[src/rtl/asc_defs.svh]
`ifndef ASC_DEFS_SVH
`define ASC_DEFS_SVH
// ----------------------------------------------------------------
// Memory geometry
// ----------------------------------------------------------------
`define ASC_ADDR_W 13
`define ASC_DATA_W 8
`define ASC_WORDS 8192
// ----------------------------------------------------------------
// Timing in ns (slowest grade, so any grade is served)
// ----------------------------------------------------------------
`define ASC_CLK_NS 40
`define ASC_CYCLE_MIN_NS 200
`define ASC_ADDRESS_ACCESS_MAX_NS 200
`define ASC_DRIVE_TO_VALID_MAX_NS 90
`define ASC_WRITE_PULSE_MIN_NS 120
`define ASC_DATA_SETUP_MIN_NS 80
`define ASC_SELECT_TO_WRITE_END_MIN_NS 150
`define ASC_WRITE_RECOVERY_MIN_NS 15
`define ASC_DESELECT_TO_FLOAT_MAX_NS 80
`define ASC_WRITE_TO_FLOAT_MAX_NS 60
// ----------------------------------------------------------------
// Derived cycle counts (least and most times rounded up)
// ----------------------------------------------------------------
`define ASC_CEIL(ns) (((ns) + `ASC_CLK_NS - 1) / `ASC_CLK_NS)
// Active cycles are count minus one; selects lag the address by one
// Read: access time, one margin cycle, then two synchroniser stages
`define ASC_READ_CYC (`ASC_CEIL(`ASC_ADDRESS_ACCESS_MAX_NS) + 4)
// Write: selects held the full select-to-write-end time
`define ASC_WRITE_CYC (`ASC_CEIL(`ASC_SELECT_TO_WRITE_END_MIN_NS) + 1)
`define ASC_RECOVER_CYC `ASC_CEIL(`ASC_WRITE_RECOVERY_MIN_NS)
`define ASC_FLOAT_CYC `ASC_CEIL(`ASC_DESELECT_TO_FLOAT_MAX_NS)
`define ASC_CNT_W 4
`endif

[src/rtl/asc_pkg.sv]
`include "asc_defs.svh"
package asc_pkg;
  typedef logic [`ASC_ADDR_W-1:0] asc_addr_t;
  typedef logic [`ASC_DATA_W-1:0] asc_data_t;
  typedef enum logic [2:0] {
    ASC_IDLE, ASC_READ, ASC_WRITE, ASC_RECOVER, ASC_FLOAT
  } asc_state_e;
endpackage

[src/rtl/asc_sync.sv]
`timescale 1ns/1ps
`default_nettype none
module asc_sync #(
  parameter int WIDTH = 8
) (
  input wire logic clk_in,
  input wire logic rst_in,
  input wire logic [WIDTH-1:0] async_in,
  output logic [WIDTH-1:0] sync_out
);
  logic [WIDTH-1:0] meta_reg;
  logic [WIDTH-1:0] sync_reg;
  always_ff @(posedge clk_in or posedge rst_in) begin
    if (rst_in) begin
      meta_reg <= '0;
      sync_reg <= '0;
    end else begin
      meta_reg <= async_in;
      sync_reg <= meta_reg;
    end
  end
  assign sync_out = sync_reg;
endmodule // asc_sync
`default_nettype wire

[src/rtl/asc_host.sv]
`timescale 1ns/1ps
`default_nettype none
`include "asc_defs.svh"
// Overview of operation
// - Host spaces cycles by cycle minimum
// - Host holds write overlap long enough
// - Address stable before write overlap starts
// - Data setup, zero hold, address recovery
// - Address and selects held before write end
// - Host never drives against memory output
module asc_host
  import asc_pkg::*;
(
  input wire logic clk_in,
  input wire logic rst_in,
  // User request side
  input wire logic req_valid_in,
  input wire logic req_write_in,
  input wire asc_pkg::asc_addr_t req_addr_in,
  input wire asc_pkg::asc_data_t req_wdata_in,
  output logic req_ready_out,
  output logic rd_valid_out,
  output asc_pkg::asc_data_t rd_data_out,
  // Memory pins
  output asc_pkg::asc_addr_t word_address_out,
  output logic select_low_active_n_out,
  output logic select_high_active_out,
  output logic write_enable_n_out,
  output logic output_enable_n_out,
  input wire asc_pkg::asc_data_t data_pins_in,
  output asc_pkg::asc_data_t data_pins_out,
  output logic data_pins_oe_out
);
  import asc_pkg::*;
  // ----------------------------------------------------------------
  // State
  // ----------------------------------------------------------------
  asc_state_e state_reg, state_next;
  logic [`ASC_CNT_W-1:0] cnt_reg, cnt_next;
  asc_addr_t addr_reg;
  asc_data_t wdata_reg;
  asc_data_t rdata_reg;
  logic rd_valid_reg;
  logic sel_reg, we_reg, oe_reg, drive_reg;
  asc_data_t data_sync;
  // ----------------------------------------------------------------
  // Pin input synchroniser
  // ----------------------------------------------------------------
  asc_sync #(.WIDTH(`ASC_DATA_W)) u_sync (
    .clk_in(clk_in),
    .rst_in(rst_in),
    .async_in(data_pins_in),
    .sync_out(data_sync)
  );
  // ----------------------------------------------------------------
  // Decode
  // ----------------------------------------------------------------
  wire logic cnt_done = (cnt_reg == '0);
  wire logic idle = (state_reg == ASC_IDLE);
  wire logic take = idle && req_valid_in;
  wire logic [`ASC_CNT_W-1:0] read_len = `ASC_CNT_W'(`ASC_READ_CYC - 1);
  wire logic [`ASC_CNT_W-1:0] write_len = `ASC_CNT_W'(`ASC_WRITE_CYC - 1);
  wire logic [`ASC_CNT_W-1:0] rec_len = `ASC_CNT_W'(`ASC_RECOVER_CYC - 1);
  wire logic [`ASC_CNT_W-1:0] float_len = `ASC_CNT_W'(`ASC_FLOAT_CYC - 1);
  assign req_ready_out = idle;
  always_comb begin
    state_next = state_reg;
    cnt_next = cnt_done ? cnt_reg : cnt_reg - `ASC_CNT_W'(1);
    case (state_reg)
      ASC_IDLE: begin
        if (take) begin
          // Cycle spacing met: read/write time covers cycle minimum
          state_next = req_write_in ? ASC_WRITE : ASC_READ;
          cnt_next = req_write_in ? write_len : read_len;
        end
      end
      ASC_READ: begin
        if (cnt_done) begin
          // Float margin before host may drive again
          state_next = ASC_FLOAT;
          cnt_next = float_len;
        end
      end
      ASC_WRITE: begin
        if (cnt_done) begin
          state_next = ASC_RECOVER;
          cnt_next = rec_len;
        end
      end
      ASC_RECOVER: begin
        if (cnt_done) begin
          state_next = ASC_IDLE;
        end
      end
      ASC_FLOAT: begin
        if (cnt_done) begin
          state_next = ASC_IDLE;
        end
      end
      default: begin
        state_next = ASC_IDLE;
        cnt_next = '0;
      end
    endcase
  end
  // ----------------------------------------------------------------
  // Sequencer
  // ----------------------------------------------------------------
  always_ff @(posedge clk_in or posedge rst_in) begin
    if (rst_in) begin
      state_reg <= ASC_IDLE;
      cnt_reg <= '0;
    end else begin
      state_reg <= state_next;
      cnt_reg <= cnt_next;
    end
  end
  // Address and data latched at take: stable before selects rise
  always_ff @(posedge clk_in or posedge rst_in) begin
    if (rst_in) begin
      addr_reg <= '0;
      wdata_reg <= '0;
    end else if (take) begin
      addr_reg <= req_addr_in;
      wdata_reg <= req_wdata_in;
    end
  end
  // ----------------------------------------------------------------
  // Pin strobes, all registered to avoid glitches
  // ----------------------------------------------------------------
  wire logic go_read = (state_next == ASC_READ);
  wire logic go_write = (state_next == ASC_WRITE);
  // Address set one cycle before selects, so setup is positive
  wire logic sel_next = (go_read && !take) || (go_write && !take);
  always_ff @(posedge clk_in or posedge rst_in) begin
    if (rst_in) begin
      sel_reg <= 1'b0;
      we_reg <= 1'b0;
      oe_reg <= 1'b0;
      drive_reg <= 1'b0;
    end else begin
      sel_reg <= sel_next;
      we_reg <= go_write && !take;
      oe_reg <= go_read && !take;
      // Drive only in write phase; memory output off there
      drive_reg <= go_write && !take;
    end
  end
  assign word_address_out = addr_reg;
  assign select_low_active_n_out = !sel_reg;
  assign select_high_active_out = sel_reg;
  assign write_enable_n_out = !we_reg;
  assign output_enable_n_out = !oe_reg;
  assign data_pins_out = wdata_reg;
  assign data_pins_oe_out = drive_reg;
  // ----------------------------------------------------------------
  // Read capture: sampled at end of read phase, after access time
  // plus synchroniser latency
  // ----------------------------------------------------------------
  wire logic capture = (state_reg == ASC_READ) && cnt_done;
  always_ff @(posedge clk_in or posedge rst_in) begin
    if (rst_in) begin
      rdata_reg <= '0;
      rd_valid_reg <= 1'b0;
    end else begin
      rd_valid_reg <= capture;
      if (capture) begin
        rdata_reg <= data_sync;
      end
    end
  end
  assign rd_valid_out = rd_valid_reg;
  assign rd_data_out = rdata_reg;
endmodule // asc_host
`default_nettype wire

[config.mk]
export PLATFORM = sky130hd
export DESIGN_NAME = asc_host
export DESIGN_NICKNAME = d
export VERILOG_FILES = /design/src/rtl/asc_pkg.sv /design/src/rtl/asc_sync.sv /design/src/rtl/asc_host.sv
export VERILOG_INCLUDE_DIRS = /design/src /design/src/rtl
export SDC_FILE = /design/constraint.sdc
export NUM_CORES = 1
export LEC_CHECK = 0
export BUFFER_PORTS_ARGS = -buffer_cell sky130_fd_sc_hd__buf_2
export CAP_MARGIN = 25
export CORE_UTILIZATION = 43
export CTS_CLUSTER_SIZE = 14
export DETAILED_ROUTE_END_ITERATION = 8
export GPL_TIMING_DRIVEN = 0
export HOLD_SLACK_MARGIN = 0.1
export PLACE_DENSITY = 0.79
export SLEW_MARGIN = 20
export SYNTH_ARGS = -nofsm -noshare
export SYNTH_HDL_FRONTEND = slang
export SYNTH_HIERARCHICAL = 1
export SYNTH_SLANG_ARGS = --single-unit
[constraint.sdc]
create_clock -name clk_in -period 2.4 [get_ports clk_in]
set_input_delay 0.24 -clock clk_in [delete_from_list [all_inputs] [get_ports clk_in]]
set_output_delay 0.24 -clock clk_in [all_outputs]
set_load 0.005 [all_outputs]
Word-level counts from Yosys, hierarchy flattened. Index checks and enable logic that the tools add are counted. Widths: inputs -> output; s select.

Word-level logic and storage cells: 42. Register bits after elaboration: 56. Input bits: 33. Output and inout port bits: 36.

Muxes and demuxes: 12. Reduce and logical (&&, ||, !) cells: 12. Equality and inequality tests: 6. Add/sub/neg operators: 1.

Operator list (number): $mux 4 (5); $pmux 4 s4 (1); $mux 3 (4); $pmux 3 s4 (1); $eq 3x2->1 const B (3); $eq 3x1->1 const B (2); $logic_and 1x1->1 (4); $logic_not 1->1 (4); $logic_not 4->1 (1); $sub 4x1->4 const B (1); $eq 3x3->1 const B (1); $logic_not 3->1 (1); $mux 2 (1); $reduce_or 2->1 (1); $logic_or 1x1->1 (1).

Logic depth before layout (Yosys ltp). Gate-level depths: netlist of the first run.

Word-level depth: 7. Gate-level depth with buffers: 9. Mapped depth without buffers: 9.

By module. Netlist of the first run, hierarchy kept.

Modules (own cells, without submodules): asc_host (times used 1, seq. area each 1001.0 µm², cells an instance 134, area each 1737.9 µm²); asc_sync (times used 1, seq. area each 400.4 µm², cells an instance 17, area each 404.1 µm²).

Least setup slack after synthesis of the first run. Ideal clock, no wire load.

Path kind: flip-flop to flip-flop. Start point: register cnt_reg[0]. End point: register rdata_reg[0] (netlist: rd_data_out[0]). Cell stages (with the launch flop): 8. Arrival: 1.896 ns. Required time: 2.275 ns. Buffers on the path: 1. Path slack: 0.379 ns. Clock period less this slack: 2.021 ns. Library setup time: 0.125 ns. Cell sequence: dfrtp_1 -> inv_1 -> ha_1 -> nor3b_4 -> inv_4 -> or4_4 -> buf_6 -> mux2_4.

Cells in the longest elaborated chain, start to end: 2.

Ends and longest elaborated chain: from (decl) (RTL line asc_host.sv:39) `` logic [`ASC_CNT_W-1:0] cnt_reg, cnt_next; ``; from (signal assigned) (RTL line asc_host.sv:115) `cnt_reg <= cnt_next;`; $logic_not 4->1 (RTL line asc_host.sv:58) `wire logic cnt_done = (cnt_reg == '0);`; $logic_and 1x1->1 (RTL line asc_host.sv:160) `wire logic capture = (state_reg == ASC_READ) && cnt_done;`; to (signal assigned) (RTL line asc_host.sv:168) `rdata_reg <= data_sync;`; to (decl) (RTL line asc_host.sv:42) `asc_data_t rdata_reg;`.

No other way between the ends. A chain may end at the register's enable or synchronous reset.

Final worst setup path of the first run.
Start point: register cnt_reg[0]. End point: register rdata_reg[1] (netlist: rd_data_out[1]).

Same word-level chain as after synthesis.

==> results of run 1 <==
## report_power, final
group	switching, W	internal [W]
clock network	0.000320	0.000215
registers	0.000181	0.00128
logic	0.000562	0.000701
total	0.00106	0.00220
## synth_stat cells
library cell / instances / share of area (%)
nor3b_4: 1 / 0.88
a211oi_1: 1 / 0.35
and2_1: 1 / 0.29
buf_2: 2 / 0.47
clkbuf_1: 3 / 0.53
a31oi_1: 2 / 0.58
nand2_1: 4 / 0.70
or2_2: 2 / 0.58
nand2b_1: 1 / 0.29
nor3_2: 1 / 0.47
mux2_4: 8 / 5.6
nand3b_1: 1 / 0.35
inv_1: 12 / 2.1
dfrtp_1: 56 / 65
nand3_1: 3 / 0.70
mux2_2: 21 / 11
a21oi_1: 5 / 1.2
buf_6: 1 / 0.53
nor2b_1: 1 / 0.29
o32ai_1: 1 / 0.41
inv_4: 1 / 0.29
or3_1: 2 / 0.58
nor2_1: 6 / 1.1
ha_1: 3 / 1.8
o21ai_0: 3 / 0.70
a32oi_1: 1 / 0.41
or4_4: 1 / 0.53
o22ai_1: 2 / 0.58
nor4_1: 1 / 0.29
nor3_1: 3 / 0.70
a21o_1: 1 / 0.35
## cells by family (layout without fill, tap and decap cells)
| kind of cell | count (synthesis) | after routing | synth area share [%] |
|---|---|---|---|
| multiplexers | 29 | 29 | 16.6 |
| adder cells (fa/ha/maj) | 3 | 3 | 1.75 |
| AND/OR/NAND/NOR | 28 | 28 | 7.71 |
| AO/OA/AOI/OAI | 16 | 16 | 4.56 |
| flip-flops | 56 | 56 | 65.4 |
| buffers and inverters | 19 | 105 | 3.91 |
## area by class of cell
type	instances	area, um2	share of cell area [%]
sequential	56	1400	50.5
inverter	13	51.3	1.85
tap	67	83.8	3.02
clock inverter	3	27.5	0.993
timing repair buffer	78	450	16.2
clock buffer	5	68.8	2.48
buffer	6	32.5	1.17
multi-input combinational	76	657	23.7
## worst min path at each step
stage                     from                              end  slack, ps  cells past startpoint
2_1_floorplan           rst_in     u_sync/meta_reg[0]$_DFF_PP0_        150                      1
3_3_place_gp            rst_in     u_sync/meta_reg[7]$_DFF_PP0_        310                      2
3_5_place_dp            rst_in       rd_data_out[7]$_DFFE_PP0P_        220                      2
4_1_cts         req_addr_in[5]  word_address_out[5]$_DFFE_PP0P_        150                      2
5_1_grt        req_wdata_in[4]     data_pins_out[4]$_DFFE_PP0P_        140                      2
6_report        req_addr_in[9]  word_address_out[9]$_DFFE_PP0P_        150                      2
## timing repair
action,4_1_cts,5_1_grt
resized for setup,0,0
hold buffers,9,0
endpoints found under the hold margin,37,0
## metrics by stage
| stage | instances | util (%) | setup WS (ps) | cell area [um2] | hold WS (ps) |
|---|---|---|---|---|---|
| final | 304 | 58.3 | 215 | 2770 | 153 |
| after global routing | 304 | 58.3 | 38.7 | 2770 | 136 |
| after CTS | 304 | 58.3 | 204 | 2770 | 145 |
| after detailed placement | 287 | 54.4 | 225 | 2590 | 218 |
| after global placement | 286 | 54.0 | 251 | 2570 | 311 |
| after floorplan | 151 | - | 379 | 2140 | 154 |
## layer usage
metal | part of all wire (%) | routed length, um | track usage (%) | vias to the layer above
met1 | 40 | 1610 | 19.4 | 722
li1 | - | - | - | 679
met4 | 2.7 | 108 | 8.93 | 0
met5 | 0 | 0 | 0 | -
met2 | 53 | 2130 | 29.7 | 50
met3 | 4.4 | 177 | 5.25 | 10
==> flow_metrics.py, run 1 <==
metrics = {
    "grt": {
        "antenna_found_initial": 0,
        "track_usage_pct": 17.3,
        "grt_max_degree": 28,
        "grt_first_pass_wirelength_um": 6810,
        "grt_pass1_vias": 1515,
        "overflow": 0,
    },
    "floorplan": {
        "initial_core_util_pct": 45.1,
        "die_w_um": 72.6,
        "die_h_um": 72.6,
        "core.rowCount": 25,
        "die_area_um2": 5270,
        "io_pins": 69,
        "coreArea_um2": 4750,
    },
    "min_path": {
        "hp-class": "primary input to flip-flop",
    },
    "pwr": {
        "p_total_w": 0.00326,
        "power.density_nw_per_um2": 1180,
        "ir_drop_mv": 0.661,
        "power.static_leakage_nw": 1.37,
    },
    "critical_path": {
        "critPathMaxStageDelay_ps": 420,
        "crit_end": "rd_data_out[1]$_DFFE_PP0P_",
        "worst_ep_required_time_ps": 2600,
        "cp-end-kind": "flip-flop",
        "cp_num_buf_inv": 3,
        "reg2reg_setup_slack_ps": 220,
        "crit_start": "cnt_reg[0]$_DFF_PP0_",
        "crit_type": "flip-flop to flip-flop",
        "rr_endpoint": "rd_data_out[1]$_DFFE_PP0P_",
        "critPathTopFamily": "simple AND/OR/NAND/NOR gates",
        "r2r_start": "cnt_reg[0]$_DFF_PP0_",
        "crit_chain": "inv_1, ha_1, nor3b_4, inv_4, or4_4, buf_6, mux2_4",
        "cp_slowest_cell": "or4_4",
        "crit_fanout": 9,
        "path_depth": 7,
        "r2r_cells": 7,
        "arrival_ps": 2390,
        "crit_path_start_kind": "flip-flop",
    },
    "clock_network": {
        "cts_buffers": 5,
        "cts_sinks": 56,
        "clockBufferDepth": 2,
        "postCtsSetupRepairBufs": 0,
        "cts-root-buf": "clkbuf_8",
        "cts_tree": "built",
        "clkLatencyLatePin_ps": 310,
        "cts.clk_slew.worst_paths_ps": 100,
        "h-tree-depth": 2,
    },
    "sta": {
        "fin_setup_tns_ps": 0,
        "worstMarginPinSlew_ps": 565,
        "rsz0062_at_grt": "false",
        "final-hold-violation-count": 0,
        "worst_slew_margin_rel_pct": 62.3,
        "finalCriticalPeriod_ps": 2180,
        "fmax_mhz": 458,
        "clock-skew-final_ps": 4.49,
        "setup_viol_count_final": 0,
        "finalMaxSlewViolations": 0,
        "fin_crit_sh_pct": 91.0,
    },
    "logic_synthesis": {
        "syn_area_um2": 2140,
        "syn_inst": 151,
        "ys_seq_elements": 56,
        "avgSynthCellArea_um2": 14.2,
        "yosysSeqAreaShare_pct": 65.4,
        "synth_nets": 187,
        "synth_warnings": 6,
        "yosysUniqueCellTypes": 31,
    },
    "placed_design": {
        "place_hpwl_um": 2870,
        "port_buffers": 68,
        "place.gp.congestion": 0.781,
    },
    "route": {
        "wl_per_cell_um": 13.3,
        "via_per_inst": 4.81,
        "drt_iter0_drc": 24,
        "vias": 1461,
        "dr.pass1.iters": 4,
        "drc_errors": 0,
        "antenna_left": 0,
        "routed_wl_um": 4030,
    },
    "layout": {
        "final_common_cell": "buf_2",
        "final_cell_mix": "buf_2, dfrtp_1, mux2_2, inv_1, dlygate4sd3_1",
        "drive_above_1_share_pct": 48.9,
        "nNetsFinal": 272,
        "largest_register_ffs": 13,
        "area_growth_pct": 29.4,
        "fillCellCount": 409,
        "diodes": 0,
    },
    "run": {
        "drv_cap": 0,
    },
    "run_status": {
        "status": "completed",
    },
}
No activity file was read; power rests on OpenSTA's default activity.
==> inputs of run 2 (changes only) <==
--- a/config.mk
+++ b/config.mk
@@ -8,12 +8,12 @@
 export LEC_CHECK = 0
 export BUFFER_PORTS_ARGS = -buffer_cell sky130_fd_sc_hd__buf_2
 export CAP_MARGIN = 25
-export CORE_UTILIZATION = 43
+export CORE_UTILIZATION = 45
 export CTS_CLUSTER_SIZE = 14
 export DETAILED_ROUTE_END_ITERATION = 8
 export GPL_TIMING_DRIVEN = 0
 export HOLD_SLACK_MARGIN = 0.1
-export PLACE_DENSITY = 0.79
+export PLACE_DENSITY = 0.82
 export SLEW_MARGIN = 20
 export SYNTH_ARGS = -nofsm -noshare
 export SYNTH_HDL_FRONTEND = slang
==> flow_metrics.py, run 2 (same netlist as run 1, synthesis figures left out) <==
metrics = {
    "placed_design": {
        "port_buffers": 68,
        "place_hpwl_um": 2610,
        "place.gp.congestion": 0.834,
        "placed_area_um2": 2570,
    },
    "clock_network": {
        "cts_tree": "built",
        "postCtsSetupRepairBufs": 0,
        "clockBufferDepth": 2,
        "cts.clk_slew.worst_paths_ps": 100,
        "cts_buffers": 5,
        "h-tree-depth": 2,
        "clkLatencyLatePin_ps": 300,
        "cts_sinks": 56,
        "cts-root-buf": "clkbuf_8",
    },
    "grt": {
        "grt_pass1_vias": 1427,
        "grt_first_pass_wirelength_um": 6200,
        "grt_max_degree": 31,
        "overflow": 0,
        "track_usage_pct": 15.9,
        "antenna_found_initial": 0,
    },
    "layout": {
        "nNetsFinal": 272,
        "diodes": 0,
        "drive_above_1_share_pct": 48.9,
        "fin_area_um2": 2750,
        "final_common_cell": "buf_2",
        "area_growth_pct": 28.3,
        "largest_register_ffs": 13,
        "final_util_pct": 61.4,
        "final_cell_mix": "buf_2, dfrtp_1, mux2_2, inv_1, dlygate4sd3_1",
    },
    "floorplan": {
        "die_h_um": 71.0,
        "initial_core_util_pct": 47.9,
        "die_w_um": 71.0,
        "io_pins": 69,
        "coreArea_um2": 4470,
        "core.rowCount": 24,
        "die_area_um2": 5040,
    },
    "route": {
        "drt_iter0_drc": 59,
        "vias": 1431,
        "antenna_left": 0,
        "drc_errors": 7,
        "routed_wl_um": 3590,
        "wl_per_cell_um": 12.4,
        "dr.pass1.iters": 6,
        "via_per_inst": 4.95,
    },
    "critical_path": {
        "r2r_start": "cnt_reg[0]$_DFF_PP0_",
        "crit_type": "flip-flop to flip-flop",
        "crit_path_start_kind": "flip-flop",
        "rr_endpoint": "rd_data_out[3]$_DFFE_PP0P_",
        "crit_start": "cnt_reg[0]$_DFF_PP0_",
        "cp-end-kind": "flip-flop",
        "r2r_cells": 7,
        "crit_fanout": 9,
        "reg2reg_setup_slack_ps": 160,
        "arrival_ps": 2430,
        "worst_ep_required_time_ps": 2600,
    },
    "sta": {
        "final-hold-violation-count": 0,
        "setup_viol_count_final": 0,
        "hold_ws_ps": 163,
        "fin_crit_sh_pct": 93.2,
        "clock-skew-final_ps": 9.00,
        "finalMaxSlewViolations": 0,
        "worstMarginPinSlew_ps": 551,
        "finalCriticalPeriod_ps": 2240,
        "rsz0062_at_grt": "false",
        "worst_slew_margin_rel_pct": 63.2,
        "fin_setup_tns_ps": 0,
        "fmax_mhz": 447,
    },
    "run_status": {
        "status": "complete, but fails checks",
        "violations": "design-rule violations",
    },
    "min_path": {
        "holdPathEnd": "word_address_out[9]$_DFFE_PP0P_",
        "hp-class": "primary input to flip-flop",
        "holdPathStages": 2,
        "worstHoldStart": "req_addr_in[9]",
    },
    "pwr": {
        "ir_drop_mv": 0.648,
        "power.density_nw_per_um2": 1170,
        "power.static_leakage_nw": 1.37,
    },
    "run": {
        "drv_cap": 0,
    },
}
==> run 2: cell counts in the layout (fill, tap and decap cells not counted) <==
Identical to the previous run, type by type.
==> run 2: critical path, cell delays in order, from the launching register on <==
cell and delay (ps):
dfrtp_1 410, inv_1 90, ha_1 220, nor3b_4 420
inv_4 80, or4_4 430, buf_6 170, mux2_4 300
==> run 2: power by group <==
group,internal [W],total [W],switching [W]
Sequential,0.00128,0.00146,0.000178
Combinational,0.000702,0.00125,0.000549
Clock,0.000208,0.000504,0.000296
Total,0.00219,0.00322,0.00102
==> run 2: worst max-delay path by stage <==
stage	to	slack, ps	cells past startpoint
floorplan	rd_data_out[0]$_DFFE_PP0P_	380	7
global placement	rd_data_out[2]$_DFFE_PP0P_	220	7
detailed placement	rd_data_out[3]$_DFFE_PP0P_	180	7
CTS	rd_data_out[3]$_DFFE_PP0P_	150	7
global route	rd_data_out[6]$_DFFE_PP0P_	50	7
finish	rd_data_out[3]$_DFFE_PP0P_	160	7
==> run 2: cell type report <==
| class | count | area (um2) |
|---|---|---|
| plain buffers | 6 | 32.5 |
| clock buffers | 5 | 68.8 |
| clock inverters | 3 | 21.3 |
| fillers | 350 | 1730 |
| inverters | 13 | 51.3 |
| multi-input cells | 76 | 657 |
| flip-flops and latches | 56 | 1400 |
| well taps | 52 | 65.1 |
| repair buffers | 78 | 450 |
==> run 2: what timing repair did <==
action                    in CTS  in global routing
resized for setup              0                  0
hold endpoints to repair      34                  0
hold buffers                   9                  0
==> run 2: per-layer routing <==
layer	vias up	GRT usage [%]	part of all wire, %
met5	-	0	0
met4	0	4.67	0.42
met3	2	4.27	5.4
met2	51	28.3	51
met1	690	19.0	44
li1	688	-	-
==> run 2: per-stage QoR <==
step           instances  total power, W  setup slack, ps
2_1_floorplan        151         0.00227              379
3_3_place_gp         271         0.00268              223
3_5_place_dp         272         0.00274              179
4_1_cts              289         0.00326              154
5_1_grt              289         0.00349             53.4
6_report             289         0.00322              163
